--- config.mk ---
export PLATFORM = sky130hd
export DESIGN_NAME = rcsl_reset_cause
export DESIGN_NICKNAME = d
export VERILOG_FILES = /design/src/hdl/rcsl_pkg.sv /design/src/hdl/rcsl_reset_cause.sv
export VERILOG_INCLUDE_DIRS = /design/src /design/src/hdl
export SDC_FILE = /design/constraint.sdc
export NUM_CORES = 1
export LEC_CHECK = 0
export BUFFER_PORTS_ARGS = -buffer_cell sky130_fd_sc_hd__buf_2
export CORE_AREA = 2 2 125 127
export DETAILED_ROUTE_END_ITERATION = 12
export DIE_AREA = 0 0 127 129
export GPL_TIMING_DRIVEN = 0
export PLACE_DENSITY = 0.66
export SLEW_MARGIN = 20
export SYNTH_ARGS = -nofsm -noshare
export SYNTH_HDL_FRONTEND = slang
export SYNTH_SLANG_ARGS = --single-unit
--- constraint.sdc ---
create_clock -name ref_clk -period 1.4 [get_ports ref_clk]
set_clock_uncertainty 0.05 [all_clocks]
set_input_delay 0.07 -clock ref_clk [delete_from_list [all_inputs] [get_ports ref_clk]]
set_output_delay 0.07 -clock ref_clk [all_outputs]
set_load 0.005 [all_outputs]
--- src/hdl/rcsl_defines.svh ---
// constants for the reset cause and reset state logic
`ifndef RCSL_DEFINES_SVH
`define RCSL_DEFINES_SVH
`define RCSL_PC_W 21
`define RCSL_RESET_VECTOR 21'h000000
`define RCSL_HIGH_INT_VECTOR 21'h000008
`define RCSL_LOW_INT_VECTOR 21'h000018
`define RCSL_WAKE_PC_STEP 21'h000002
`define RCSL_BOR_CFG_SOFT 2'h1
`define RCSL_INTB_RESET 8'hFF
`define RCSL_INTC_RESET 8'hC0
`define RCSL_BYTE_ZERO 8'h00
`define RCSL_SP_PTR_ZERO 5'h00
`define RCSL_RC_SOFT_BROWNOUT_ENABLE_BIT 6
`define RCSL_RC_RI_BIT 4
`define RCSL_RC_TO_BIT 3
`define RCSL_RC_PD_BIT 2
`define RCSL_RC_POR_BIT 1
`define RCSL_RC_BOR_BIT 0
`define RCSL_SP_FUL_BIT 7
`define RCSL_SP_UNF_BIT 6
`endif

--- src/hdl/rcsl_pkg.sv ---
// types for the reset cause and reset state logic
package rcsl_pkg;
    typedef enum logic [1:0] {
        RCSL_MODE_FULL,
        RCSL_MODE_RUN,
        RCSL_MODE_IDLE,
        RCSL_MODE_SLEEP
    } rcsl_power_mode_t;

    typedef enum logic [3:0] {
        RCSL_SEL_CAUSE,
        RCSL_SEL_STACK,
        RCSL_SEL_INTA,
        RCSL_SEL_INTB,
        RCSL_SEL_INTC,
        RCSL_SEL_PROGRAM_COUNTER_LATCH_HIGH,
        RCSL_SEL_PROGRAM_COUNTER_LATCH_UPPER,
        RCSL_SEL_TBLU,
        RCSL_SEL_TBLH,
        RCSL_SEL_TBLL,
        RCSL_SEL_TABLE_LATCH_BYTE,
        RCSL_SEL_MULTIPLY_RESULT_HIGH,
        RCSL_SEL_WORKING_ACCUMULATOR,
        RCSL_SEL_INDIRECT_POINTER0_LOW
    } rcsl_reg_sel_t;

    typedef struct packed {
        logic brownout;
        logic external_reset;
        logic reset_instr;
        logic watchdog_timeout;
        logic stack_overflow;
        logic stack_underflow;
        logic wake_interrupt;
    } rcsl_events_t;

    typedef struct packed {
        logic soft_brownout_enable;
        logic reset_instr_flag;
        logic watchdog_expiry_flag;
        logic sleep_entry_flag;
        logic power_on_flag;
        logic brownout_flag;
    } rcsl_cause_t;

    typedef struct packed {
        logic stack_overflow_flag;
        logic stack_underflow_flag;
        logic [4:0] pointer;
    } rcsl_stack_t;
endpackage : rcsl_pkg

--- src/hdl/rcsl_reset_cause.sv ---
// reset cause flags, per-class register reset state and restart address choice
`timescale 1ns/1ps
`include "rcsl_defines.svh"

// Functional notes
// - unreset registers hold through non-power-on resets
// - watchdog wake resumes, most registers untouched
// - power-on: pc zero, set soft brownout enable and ri/to/pd, clear por/bor
// - reset instruction: restart zero, clear ri only
// - brownout: set ri/to/pd, clear bor flag
// - pin reset in low power sets to
// - watchdog in run: restart zero, clear to
// - pin reset at full power: flags unchanged
// - overflow with enable: restart, set overflow flag
// - underflow with enable: restart, set underflow flag
// - underflow without enable: flag only, no restart
// - wake: pc plus two, clear pd
// - interrupt wake with enables: load vector
// - soft brownout enable reset value rule
// - stack register clear per reset class
// - interrupt control reset values, kept on wake
// - table pointer/latch bytes clear; data and indirect pointer bytes preserved
// - soft brownout enable reads zero unless soft
module rcsl_reset_cause (
    input wire logic ref_clk,
    input wire logic reset,
    input wire rcsl_pkg::rcsl_events_t events,
    input wire rcsl_pkg::rcsl_power_mode_t power_mode,
    input wire logic [1:0] brownout_config_field,
    input wire logic stack_fault_reset_enable,
    input wire logic wake_int_high_priority,
    input wire logic [`RCSL_PC_W-1:0] pc_current,
    input wire logic sw_we,
    input wire rcsl_pkg::rcsl_reg_sel_t sw_sel,
    input wire logic [7:0] sw_data,
    output logic core_restart,
    output logic pc_load,
    output logic [`RCSL_PC_W-1:0] pc_load_addr,
    output logic [7:0] reset_cause_register,
    output logic [7:0] stack_pointer_register,
    output logic high_priority_int_enable,
    output logic low_priority_int_enable,
    output logic soft_brownout_enable,
    output logic [7:0] interrupt_control_a,
    output logic [7:0] interrupt_control_b,
    output logic [7:0] interrupt_control_c,
    output logic [7:0] program_counter_latch_high,
    output logic [7:0] program_counter_latch_upper,
    output logic [7:0] table_pointer_upper,
    output logic [7:0] table_pointer_high,
    output logic [7:0] table_pointer_low,
    output logic [7:0] table_latch_byte,
    output logic [7:0] multiply_result_high,
    output logic [7:0] working_accumulator,
    output logic [7:0] indirect_pointer0_low
);
    import rcsl_pkg::*;

    // ----------------------------------------
    // event classification
    // ----------------------------------------
    typedef enum {
        RCSL_EV_NONE,
        RCSL_EV_BOR,
        RCSL_EV_PIN,
        RCSL_EV_WDT_RESET,
        RCSL_EV_INSTR,
        RCSL_EV_OVF,
        RCSL_EV_UNF_RESET,
        RCSL_EV_UNF_ERROR,
        RCSL_EV_WDT_WAKE,
        RCSL_EV_INT_WAKE
    } rcsl_event_kind_t;

    rcsl_event_kind_t kind;
    logic low_power_sleep;
    logic soft_bor_mode;

    assign low_power_sleep = (power_mode == RCSL_MODE_IDLE) || (power_mode == RCSL_MODE_SLEEP);
    assign soft_bor_mode = (brownout_config_field == `RCSL_BOR_CFG_SOFT);

    always_comb begin
        if (events.brownout) begin
            kind = RCSL_EV_BOR;
        end else if (events.external_reset) begin
            kind = RCSL_EV_PIN;
        end else if (events.watchdog_timeout && !low_power_sleep) begin
            kind = RCSL_EV_WDT_RESET;
        end else if (events.reset_instr) begin
            kind = RCSL_EV_INSTR;
        end else if (events.stack_overflow && stack_fault_reset_enable) begin
            kind = RCSL_EV_OVF;
        end else if (events.stack_underflow && stack_fault_reset_enable) begin
            kind = RCSL_EV_UNF_RESET;
        end else if (events.stack_underflow) begin
            kind = RCSL_EV_UNF_ERROR;
        end else if (events.watchdog_timeout) begin
            kind = RCSL_EV_WDT_WAKE;
        end else if (events.wake_interrupt) begin
            kind = RCSL_EV_INT_WAKE;
        end else begin
            kind = RCSL_EV_NONE;
        end
    end

    // ----------------------------------------
    // state
    // ----------------------------------------
    rcsl_cause_t cause_reg, cause_next;
    rcsl_stack_t stack_reg, stack_next;
    logic [7:0] inta_reg, inta_next;
    logic [7:0] intb_reg, intb_next;
    logic [7:0] intc_reg, intc_next;
    logic [7:0] program_counter_latch_high_reg, program_counter_latch_high_next;
    logic [4:0] program_counter_latch_upper_reg, program_counter_latch_upper_next;
    logic [5:0] tblu_reg, tblu_next;
    logic [7:0] tblh_reg, tblh_next;
    logic [7:0] tbll_reg, tbll_next;
    logic [7:0] table_latch_byte_reg, table_latch_byte_next;
    logic [7:0] multiply_result_high_reg, multiply_result_high_next;
    logic [7:0] working_accumulator_reg, working_accumulator_next;
    logic [7:0] indirect_pointer0_low_reg, indirect_pointer0_low_next;
    logic restart_reg, restart_next;
    logic load_reg, load_next;
    logic [`RCSL_PC_W-1:0] addr_reg, addr_next;
    logic is_reset;

    // the brownout reset class also restarts the core like the others
    assign is_reset = (kind != RCSL_EV_NONE) && (kind != RCSL_EV_UNF_ERROR)
        && (kind != RCSL_EV_WDT_WAKE) && (kind != RCSL_EV_INT_WAKE);

    always_comb begin
        cause_next = cause_reg;
        stack_next = stack_reg;
        inta_next = inta_reg;
        intb_next = intb_reg;
        intc_next = intc_reg;
        program_counter_latch_high_next = program_counter_latch_high_reg;
        program_counter_latch_upper_next = program_counter_latch_upper_reg;
        tblu_next = tblu_reg;
        tblh_next = tblh_reg;
        tbll_next = tbll_reg;
        table_latch_byte_next = table_latch_byte_reg;
        multiply_result_high_next = multiply_result_high_reg;
        working_accumulator_next = working_accumulator_reg;
        indirect_pointer0_low_next = indirect_pointer0_low_reg;
        restart_next = 1'b0;
        load_next = 1'b0;
        addr_next = addr_reg;

        // software writes first; a same-cycle hardware event overrides the fields it sets
        if (sw_we) begin
            case (sw_sel)
                RCSL_SEL_CAUSE: begin
                    cause_next.soft_brownout_enable = sw_data[`RCSL_RC_SOFT_BROWNOUT_ENABLE_BIT];
                    cause_next.reset_instr_flag = sw_data[`RCSL_RC_RI_BIT];
                    cause_next.power_on_flag = sw_data[`RCSL_RC_POR_BIT];
                    cause_next.brownout_flag = sw_data[`RCSL_RC_BOR_BIT];
                end
                RCSL_SEL_STACK: begin
                    stack_next.stack_overflow_flag = sw_data[`RCSL_SP_FUL_BIT];
                    stack_next.stack_underflow_flag = sw_data[`RCSL_SP_UNF_BIT];
                    stack_next.pointer = sw_data[4:0];
                end
                RCSL_SEL_INTA: inta_next = sw_data;
                RCSL_SEL_INTB: intb_next = sw_data;
                RCSL_SEL_INTC: intc_next = sw_data;
                RCSL_SEL_PROGRAM_COUNTER_LATCH_HIGH: program_counter_latch_high_next = sw_data;
                RCSL_SEL_PROGRAM_COUNTER_LATCH_UPPER: program_counter_latch_upper_next = sw_data[4:0];
                RCSL_SEL_TBLU: tblu_next = sw_data[5:0];
                RCSL_SEL_TBLH: tblh_next = sw_data;
                RCSL_SEL_TBLL: tbll_next = sw_data;
                RCSL_SEL_TABLE_LATCH_BYTE: table_latch_byte_next = sw_data;
                RCSL_SEL_MULTIPLY_RESULT_HIGH: multiply_result_high_next = sw_data;
                RCSL_SEL_WORKING_ACCUMULATOR: working_accumulator_next = sw_data;
                RCSL_SEL_INDIRECT_POINTER0_LOW: indirect_pointer0_low_next = sw_data;
                default: ;
            endcase
        end

        if (is_reset) begin
            restart_next = 1'b1;
            load_next = 1'b1;
            addr_next = `RCSL_RESET_VECTOR;
            // kept only while soft brownout mode and set
            cause_next.soft_brownout_enable = soft_bor_mode && cause_reg.soft_brownout_enable;
            stack_next.pointer = `RCSL_SP_PTR_ZERO;
            inta_next = {7'h00, inta_reg[0]};
            intb_next = `RCSL_INTB_RESET;
            intc_next = `RCSL_INTC_RESET;
            program_counter_latch_high_next = `RCSL_BYTE_ZERO;
            program_counter_latch_upper_next = 5'h00;
            tblu_next = 6'h00;
            tblh_next = `RCSL_BYTE_ZERO;
            tbll_next = `RCSL_BYTE_ZERO;
            table_latch_byte_next = `RCSL_BYTE_ZERO;
        end

        case (kind)
            RCSL_EV_BOR: begin
                cause_next.reset_instr_flag = 1'b1;
                cause_next.watchdog_expiry_flag = 1'b1;
                cause_next.sleep_entry_flag = 1'b1;
                cause_next.brownout_flag = 1'b0;
                stack_next = '0;
            end
            RCSL_EV_PIN: begin
                if (power_mode != RCSL_MODE_FULL) begin
                    cause_next.watchdog_expiry_flag = 1'b1;
                end
                if (low_power_sleep) begin
                    cause_next.sleep_entry_flag = 1'b0;
                end
                // full power pin reset touches no flag
            end
            RCSL_EV_WDT_RESET: begin
                cause_next.watchdog_expiry_flag = 1'b0;
            end
            RCSL_EV_INSTR: begin
                cause_next.reset_instr_flag = 1'b0;
            end
            RCSL_EV_OVF: begin
                stack_next.stack_overflow_flag = 1'b1;
            end
            RCSL_EV_UNF_RESET: begin
                stack_next.stack_underflow_flag = 1'b1;
            end
            RCSL_EV_UNF_ERROR: begin
                stack_next.stack_underflow_flag = 1'b1;
            end
            RCSL_EV_WDT_WAKE: begin
                // resume: only flags and pc move
                cause_next.watchdog_expiry_flag = 1'b0;
                cause_next.sleep_entry_flag = 1'b0;
                load_next = 1'b1;
                addr_next = pc_current + `RCSL_WAKE_PC_STEP;
            end
            RCSL_EV_INT_WAKE: begin
                cause_next.sleep_entry_flag = 1'b0;
                load_next = 1'b1;
                // vector when an enable is set
                if (high_priority_int_enable || low_priority_int_enable) begin
                    addr_next = wake_int_high_priority ? `RCSL_HIGH_INT_VECTOR : `RCSL_LOW_INT_VECTOR;
                end else begin
                    addr_next = pc_current + `RCSL_WAKE_PC_STEP;
                end
            end
            default: ;
        endcase

        // power-on overrides all
        if (reset) begin
            cause_next = '{soft_brownout_enable: 1'b1, reset_instr_flag: 1'b1,
                watchdog_expiry_flag: 1'b1, sleep_entry_flag: 1'b1,
                power_on_flag: 1'b0, brownout_flag: 1'b0};
            stack_next = '0;
            inta_next = `RCSL_BYTE_ZERO;
            intb_next = `RCSL_INTB_RESET;
            intc_next = `RCSL_INTC_RESET;
            program_counter_latch_high_next = `RCSL_BYTE_ZERO;
            program_counter_latch_upper_next = 5'h00;
            tblu_next = 6'h00;
            tblh_next = `RCSL_BYTE_ZERO;
            tbll_next = `RCSL_BYTE_ZERO;
            table_latch_byte_next = `RCSL_BYTE_ZERO;
            // unknown contents; zero is one legal pick
            multiply_result_high_next = `RCSL_BYTE_ZERO;
            working_accumulator_next = `RCSL_BYTE_ZERO;
            indirect_pointer0_low_next = `RCSL_BYTE_ZERO;
            restart_next = 1'b1;
            load_next = 1'b1;
            addr_next = `RCSL_RESET_VECTOR;
        end
    end

    // power-on is the synchronous reset, so the next-value logic covers it
    always_ff @(posedge ref_clk) begin
        cause_reg <= cause_next;
        stack_reg <= stack_next;
        inta_reg <= inta_next;
        intb_reg <= intb_next;
        intc_reg <= intc_next;
        program_counter_latch_high_reg <= program_counter_latch_high_next;
        program_counter_latch_upper_reg <= program_counter_latch_upper_next;
        tblu_reg <= tblu_next;
        tblh_reg <= tblh_next;
        tbll_reg <= tbll_next;
        table_latch_byte_reg <= table_latch_byte_next;
        multiply_result_high_reg <= multiply_result_high_next;
        working_accumulator_reg <= working_accumulator_next;
        indirect_pointer0_low_reg <= indirect_pointer0_low_next;
        restart_reg <= restart_next;
        load_reg <= load_next;
        addr_reg <= addr_next;
    end

    // ----------------------------------------
    // outputs
    // ----------------------------------------
    // reads zero outside soft mode
    assign soft_brownout_enable = cause_reg.soft_brownout_enable && soft_bor_mode;
    assign reset_cause_register = {1'b0, soft_brownout_enable, 1'b0,
        cause_reg.reset_instr_flag, cause_reg.watchdog_expiry_flag,
        cause_reg.sleep_entry_flag, cause_reg.power_on_flag, cause_reg.brownout_flag};
    assign stack_pointer_register = {stack_reg.stack_overflow_flag,
        stack_reg.stack_underflow_flag, 1'b0, stack_reg.pointer};
    assign high_priority_int_enable = inta_reg[7];
    assign low_priority_int_enable = inta_reg[6];
    assign interrupt_control_a = inta_reg;
    assign interrupt_control_b = intb_reg;
    assign interrupt_control_c = intc_reg;
    assign program_counter_latch_high = program_counter_latch_high_reg;
    assign program_counter_latch_upper = {3'h0, program_counter_latch_upper_reg};
    assign table_pointer_upper = {2'h0, tblu_reg};
    assign table_pointer_high = tblh_reg;
    assign table_pointer_low = tbll_reg;
    assign table_latch_byte = table_latch_byte_reg;
    assign multiply_result_high = multiply_result_high_reg;
    assign working_accumulator = working_accumulator_reg;
    assign indirect_pointer0_low = indirect_pointer0_low_reg;
    assign core_restart = restart_reg;
    assign pc_load = load_reg;
    assign pc_load_addr = addr_reg;
endmodule : rcsl_reset_cause

### Word-level counts from Yosys, hierarchy flattened

Cells that the tools add are included.

* flip-flop bits (word level): 127
* input bits: 49

* $add $sub $neg: 1
* equality and inequality tests: 30
* multiplexer cells: 26
* bitwise logic cells: 1
* reduce and logical (&&, ||, !) cells: 52

Operators by type and width (count)
* $eq 32x3->1 const B: 4
* $eq 32x2->1 const B: 2
* $eq 32x4->1 const B: 2
* $ne 32x5->1 const B: 2
* $mux 21: 2
* $pmux 21 s2: 1
* $reduce_and 2->1: 20
* $mux 4: 9
* $eq 32x1->1 const B: 1
* $ne 32x4->1 const B: 1
* $reduce_bool 32->1: 1
* $reduce_bool 3->1: 9
* $eq 4x4->1 const B: 6
* $add 21x2->21 const B: 1
* $eq 4x3->1 const B: 4
* $mux 7: 2
* $reduce_or 2->1: 5
* $eq 4x2->1 const B: 2
* $logic_and 1x1->1: 7
* $pmux 1 s2: 3
* $pmux 1 s3: 2
* $reduce_bool 2->1: 3
* $reduce_or 3->1: 2
* $mux 5: 1
* 11 further kinds: 18

### Depth between registers and ports, before layout

* depth after elaboration: 15
* gate-level depth with buffers: 7
* mapped depth without buffers: 6

### Worst setup path before layout

OpenSTA, ideal clock, no wires.

* path kind: reg-to-reg
* start: reg inta_reg[6], in the netlist interrupt_control_a[6]
* end: reg addr_reg[12], in the netlist pc_load_addr[12]
* library setup time: 0.069 ns
* arrival time: 1.178 ns
* path slack: 0.103 ns
* cell stages (with the launch flop): 6
* path buffers: 1
* cell sequence: dfxtp_1 > or2_2 > o21ai_1 > nand2_2 > buf_2 > o21ai_1

* longest elaborated chain between the ends: 3

RTL lines
* start, declared: line rcsl_reset_cause.sv:111 `logic [7:0] inta_reg, inta_next;`
* start signal, assigned: line rcsl_reset_cause.sv:280 `inta_reg <= inta_next;`
* $logic_or 1x1->1: line rcsl_reset_cause.sv:242 `if (high_priority_int_enable || low_priority_int_enable) begin`
* $mux 21: line rcsl_reset_cause.sv:242
* $pmux 21 s2: line rcsl_reset_cause.sv:199 `case (kind)`
* end signal, assigned: line rcsl_reset_cause.sv:294 `addr_reg <= addr_next;`
* end, declared: line rcsl_reset_cause.sv:125 `` logic [`RCSL_PC_W-1:0] addr_reg, addr_next; ``

No other way between the ends.
A chain may end at the register's enable or synchronous reset.

### Worst setup path in the final report

* start: reg cause_reg[5] (netlist name)
* end: out reset_cause_register[6]

* longest elaborated chain between the ends: 1

RTL lines
* start, declared: line rcsl_reset_cause.sv:109 `rcsl_cause_t cause_reg, cause_next;`
* start signal, assigned: line rcsl_reset_cause.sv:278 `cause_reg <= cause_next;`
* $logic_and 1x1->1: line rcsl_reset_cause.sv:301 `assign soft_brownout_enable = cause_reg.soft_brownout_enable && soft_bor_mode;`
* end, declared: line rcsl_reset_cause.sv:39 `output logic [7:0] reset_cause_register,`

No other way between the ends.

==> flow_summary.ini <==
[run_status]
outcome = completed

[route]
dr.pass1.iters = 4
wl_per_cell_um = 15.2
ant_nets = 0
via_per_inst = 4.62
drtIter0Drc = 197
drc = 0
vias = 4544
routed_wl_mm = 15.0

[worst_setup_path]
crit_path_start_kind = flip-flop
crit_fanout = 3
criticalPathCategory = flip-flop to output pin
cp.required_ns = 1.28
end_kind = output pin
critical_path_arrival_ns = 1.23

[floorplanning]
rows = 45
fp.dieH_um = 129
start_util_pct = 34.7
coreArea_sq_um = 15000
dieArea_sq_um = 16400
die_x_um = 127
pin_count = 187

[flow_run]
drv_cap = 0

[global_route]
grt_pass1_vias = 4496
grt_start_max_net_pins = 17
grt_use_total_pct = 18.5
grt_pass1_wl_mm = 23.7
grt_overflow = 0
antenna_found_initial = 0

[timing]
hold_viol_final = 0
worst_slew_pin_slew_ns = 0.712
setup_tns_ns = 0
timing.final.crit_share_pct = 96.4
fmax_ghz = 0.741
drv_slew = 0
post-route-min-period_ns = 1.35
setup_violations = 0
relSlewSlack_pct = 52.5

[clocking]
cts_tree = done
cts_inserted_buffers = 17
cts.sinks = 127
clockBufferDepth = 2
h-tree-depth = 4
clkTransAtPathRegs_ns = 0.06
clk_latency_ns = 0.41
root_buffer = clkbuf_16

[synth]
synthTopCellsByArea = dfxtp_1 (49%), mux2i_1 (18%), nor2_1 (6.9%), nand2_1 (3.8%), buf_4 (2.6%)
synth_most_common_cell = dfxtp_1
synth-edff-count = 0
synthCells = 549
synth-seq-cells = 127
synth.distinct_cells = 48
synth_top_area_share_pct = 48.9
synth_top_area_cell = dfxtp_1
synthTopCellsByCount = dfxtp_1 (127), nor2_1 (95), mux2i_1 (92)
syn_area_sq_um = 5200
yosys_warnings = 0
yosysSeqAreaShare_pct = 48.9
synthFlopType = dfxtp_1
syn_area_per_cell_sq_um = 9.47
async_flop_share_pct = 0

[pwr]
power.density_nw_per_um2 = 1210
power_mw = 8.89
p_leak_nw = 3.40
vdd_drop_max_v = 0.000797

[layout]
largest_reg_flops = 21
fillerInstances = 1434
nets = 833
fin_util_pct = 49.0
final_cell_area_sq_um = 7340
area_growth_pct = 41.1
antenna_cells = 0
drive_above_1_share_pct = 33.4

[placed_design]
dp_hpwl_mm = 10.6
port-buffer-count = 174
placed_cell_area_sq_um = 6330
place.gp.congestion = 0.816

[min_path]
hold_path.class = input port to flip-flop
-- final cells by class --
cell class / instances / area, sq um / share of cell area [%]
Tap cell: 188 / 235 / 3.20
Buffer: 46 / 272 / 3.70
Multi-Input combinational cell: 377 / 2420 / 33.0
Clock inverter: 13 / 188 / 2.56
Timing Repair Buffer: 209 / 1220 / 16.6
Inverter: 5 / 18.8 / 0.256
Clock buffer: 19 / 443 / 6.03
Sequential cell: 127 / 2540 / 34.6
-- through the flow --
stage / std cells / hold WS, ns / setup slack, ns
2_1_floorplan: 556 / 0.120 / 0.103
3_3_place_gp: 918 / 0.257 / -0.279
3_5_place_dp: 918 / 0.266 / -0.296
4_1_cts: 986 / 0.00261 / 0.00208
5_1_grt: 984 / 0.0260 / -0.00178
6_report: 984 / 0.0257 / 0.0509
-- power breakdown --
| group | switching [mW] | total (mW) | internal [mW] |
|---|---|---|---|
| sequential | 0.0107 | 3.65 | 3.64 |
| clock | 1.64 | 4.68 | 3.03 |
| combinational | 0.310 | 0.569 | 0.259 |
| total | 1.96 | 8.89 | 6.93 |
-- worst paths after layout --
check,slack (ns),cells after the start,end,from
worst min-delay path,0.03,4,pc_load_addr[4],wake_int_high_priority
worst max register to register,0.07,3,reset_cause_register[2],reset_cause_register[2]
worst max-delay path,0.05,3,reset_cause_register[6],cause_reg[5]
worst min register to register,0.39,2,pc_load_addr[18],pc_load_addr[18]
-- critical path: stages, from the launching register on --
cell and delay (ns):
dfxtp_1 0.32, and3b_2 0.25, buf_4 0.13, buf_2 0.12
-- routing by layer --
layer	wire, um	GRT usage, %
met5	0	0
met4	204	6.72
met3	1260	6.82
met2	6720	30.1
met1	6770	22.8
-- cells in the final DEF (no fill, tap or decap), drive strengths merged, types with 7 or more instances in the layout --
cell,count
dfxtp,127
nand3,19
a21oi,7
buf,208
dlygate4sd3,33
o21ai,24
mux2i,92
xor2,12
clkbuf,32
nand2,55
conb,8
nor2,103
-- cells by family (layout without fill, tap and decap cells) --
logic type      after synthesis  in the layout  synth area share, %
simple gates                215            215                 19.7
flops                       127            127                 48.9
mux                          92             92                 17.7
buf+inv                      52            292                 5.53
compound gates               43             43                 4.88
xor+xnor                     18             18                 3.03
fa+ha+maj                     1              1                0.241
other cells                   1              8               0.0721
-- timing repair --
action | CTS | global route
pin swaps | 1 | 1
hold endpoints to repair | 40 | 0
setup buffers | 1 | 0
hold buffers | 35 | 0
resized for setup | 1 | 13
endpoints found under the setup margin | 10 | 18
No activity file was read; power rests on OpenSTA's default activity.
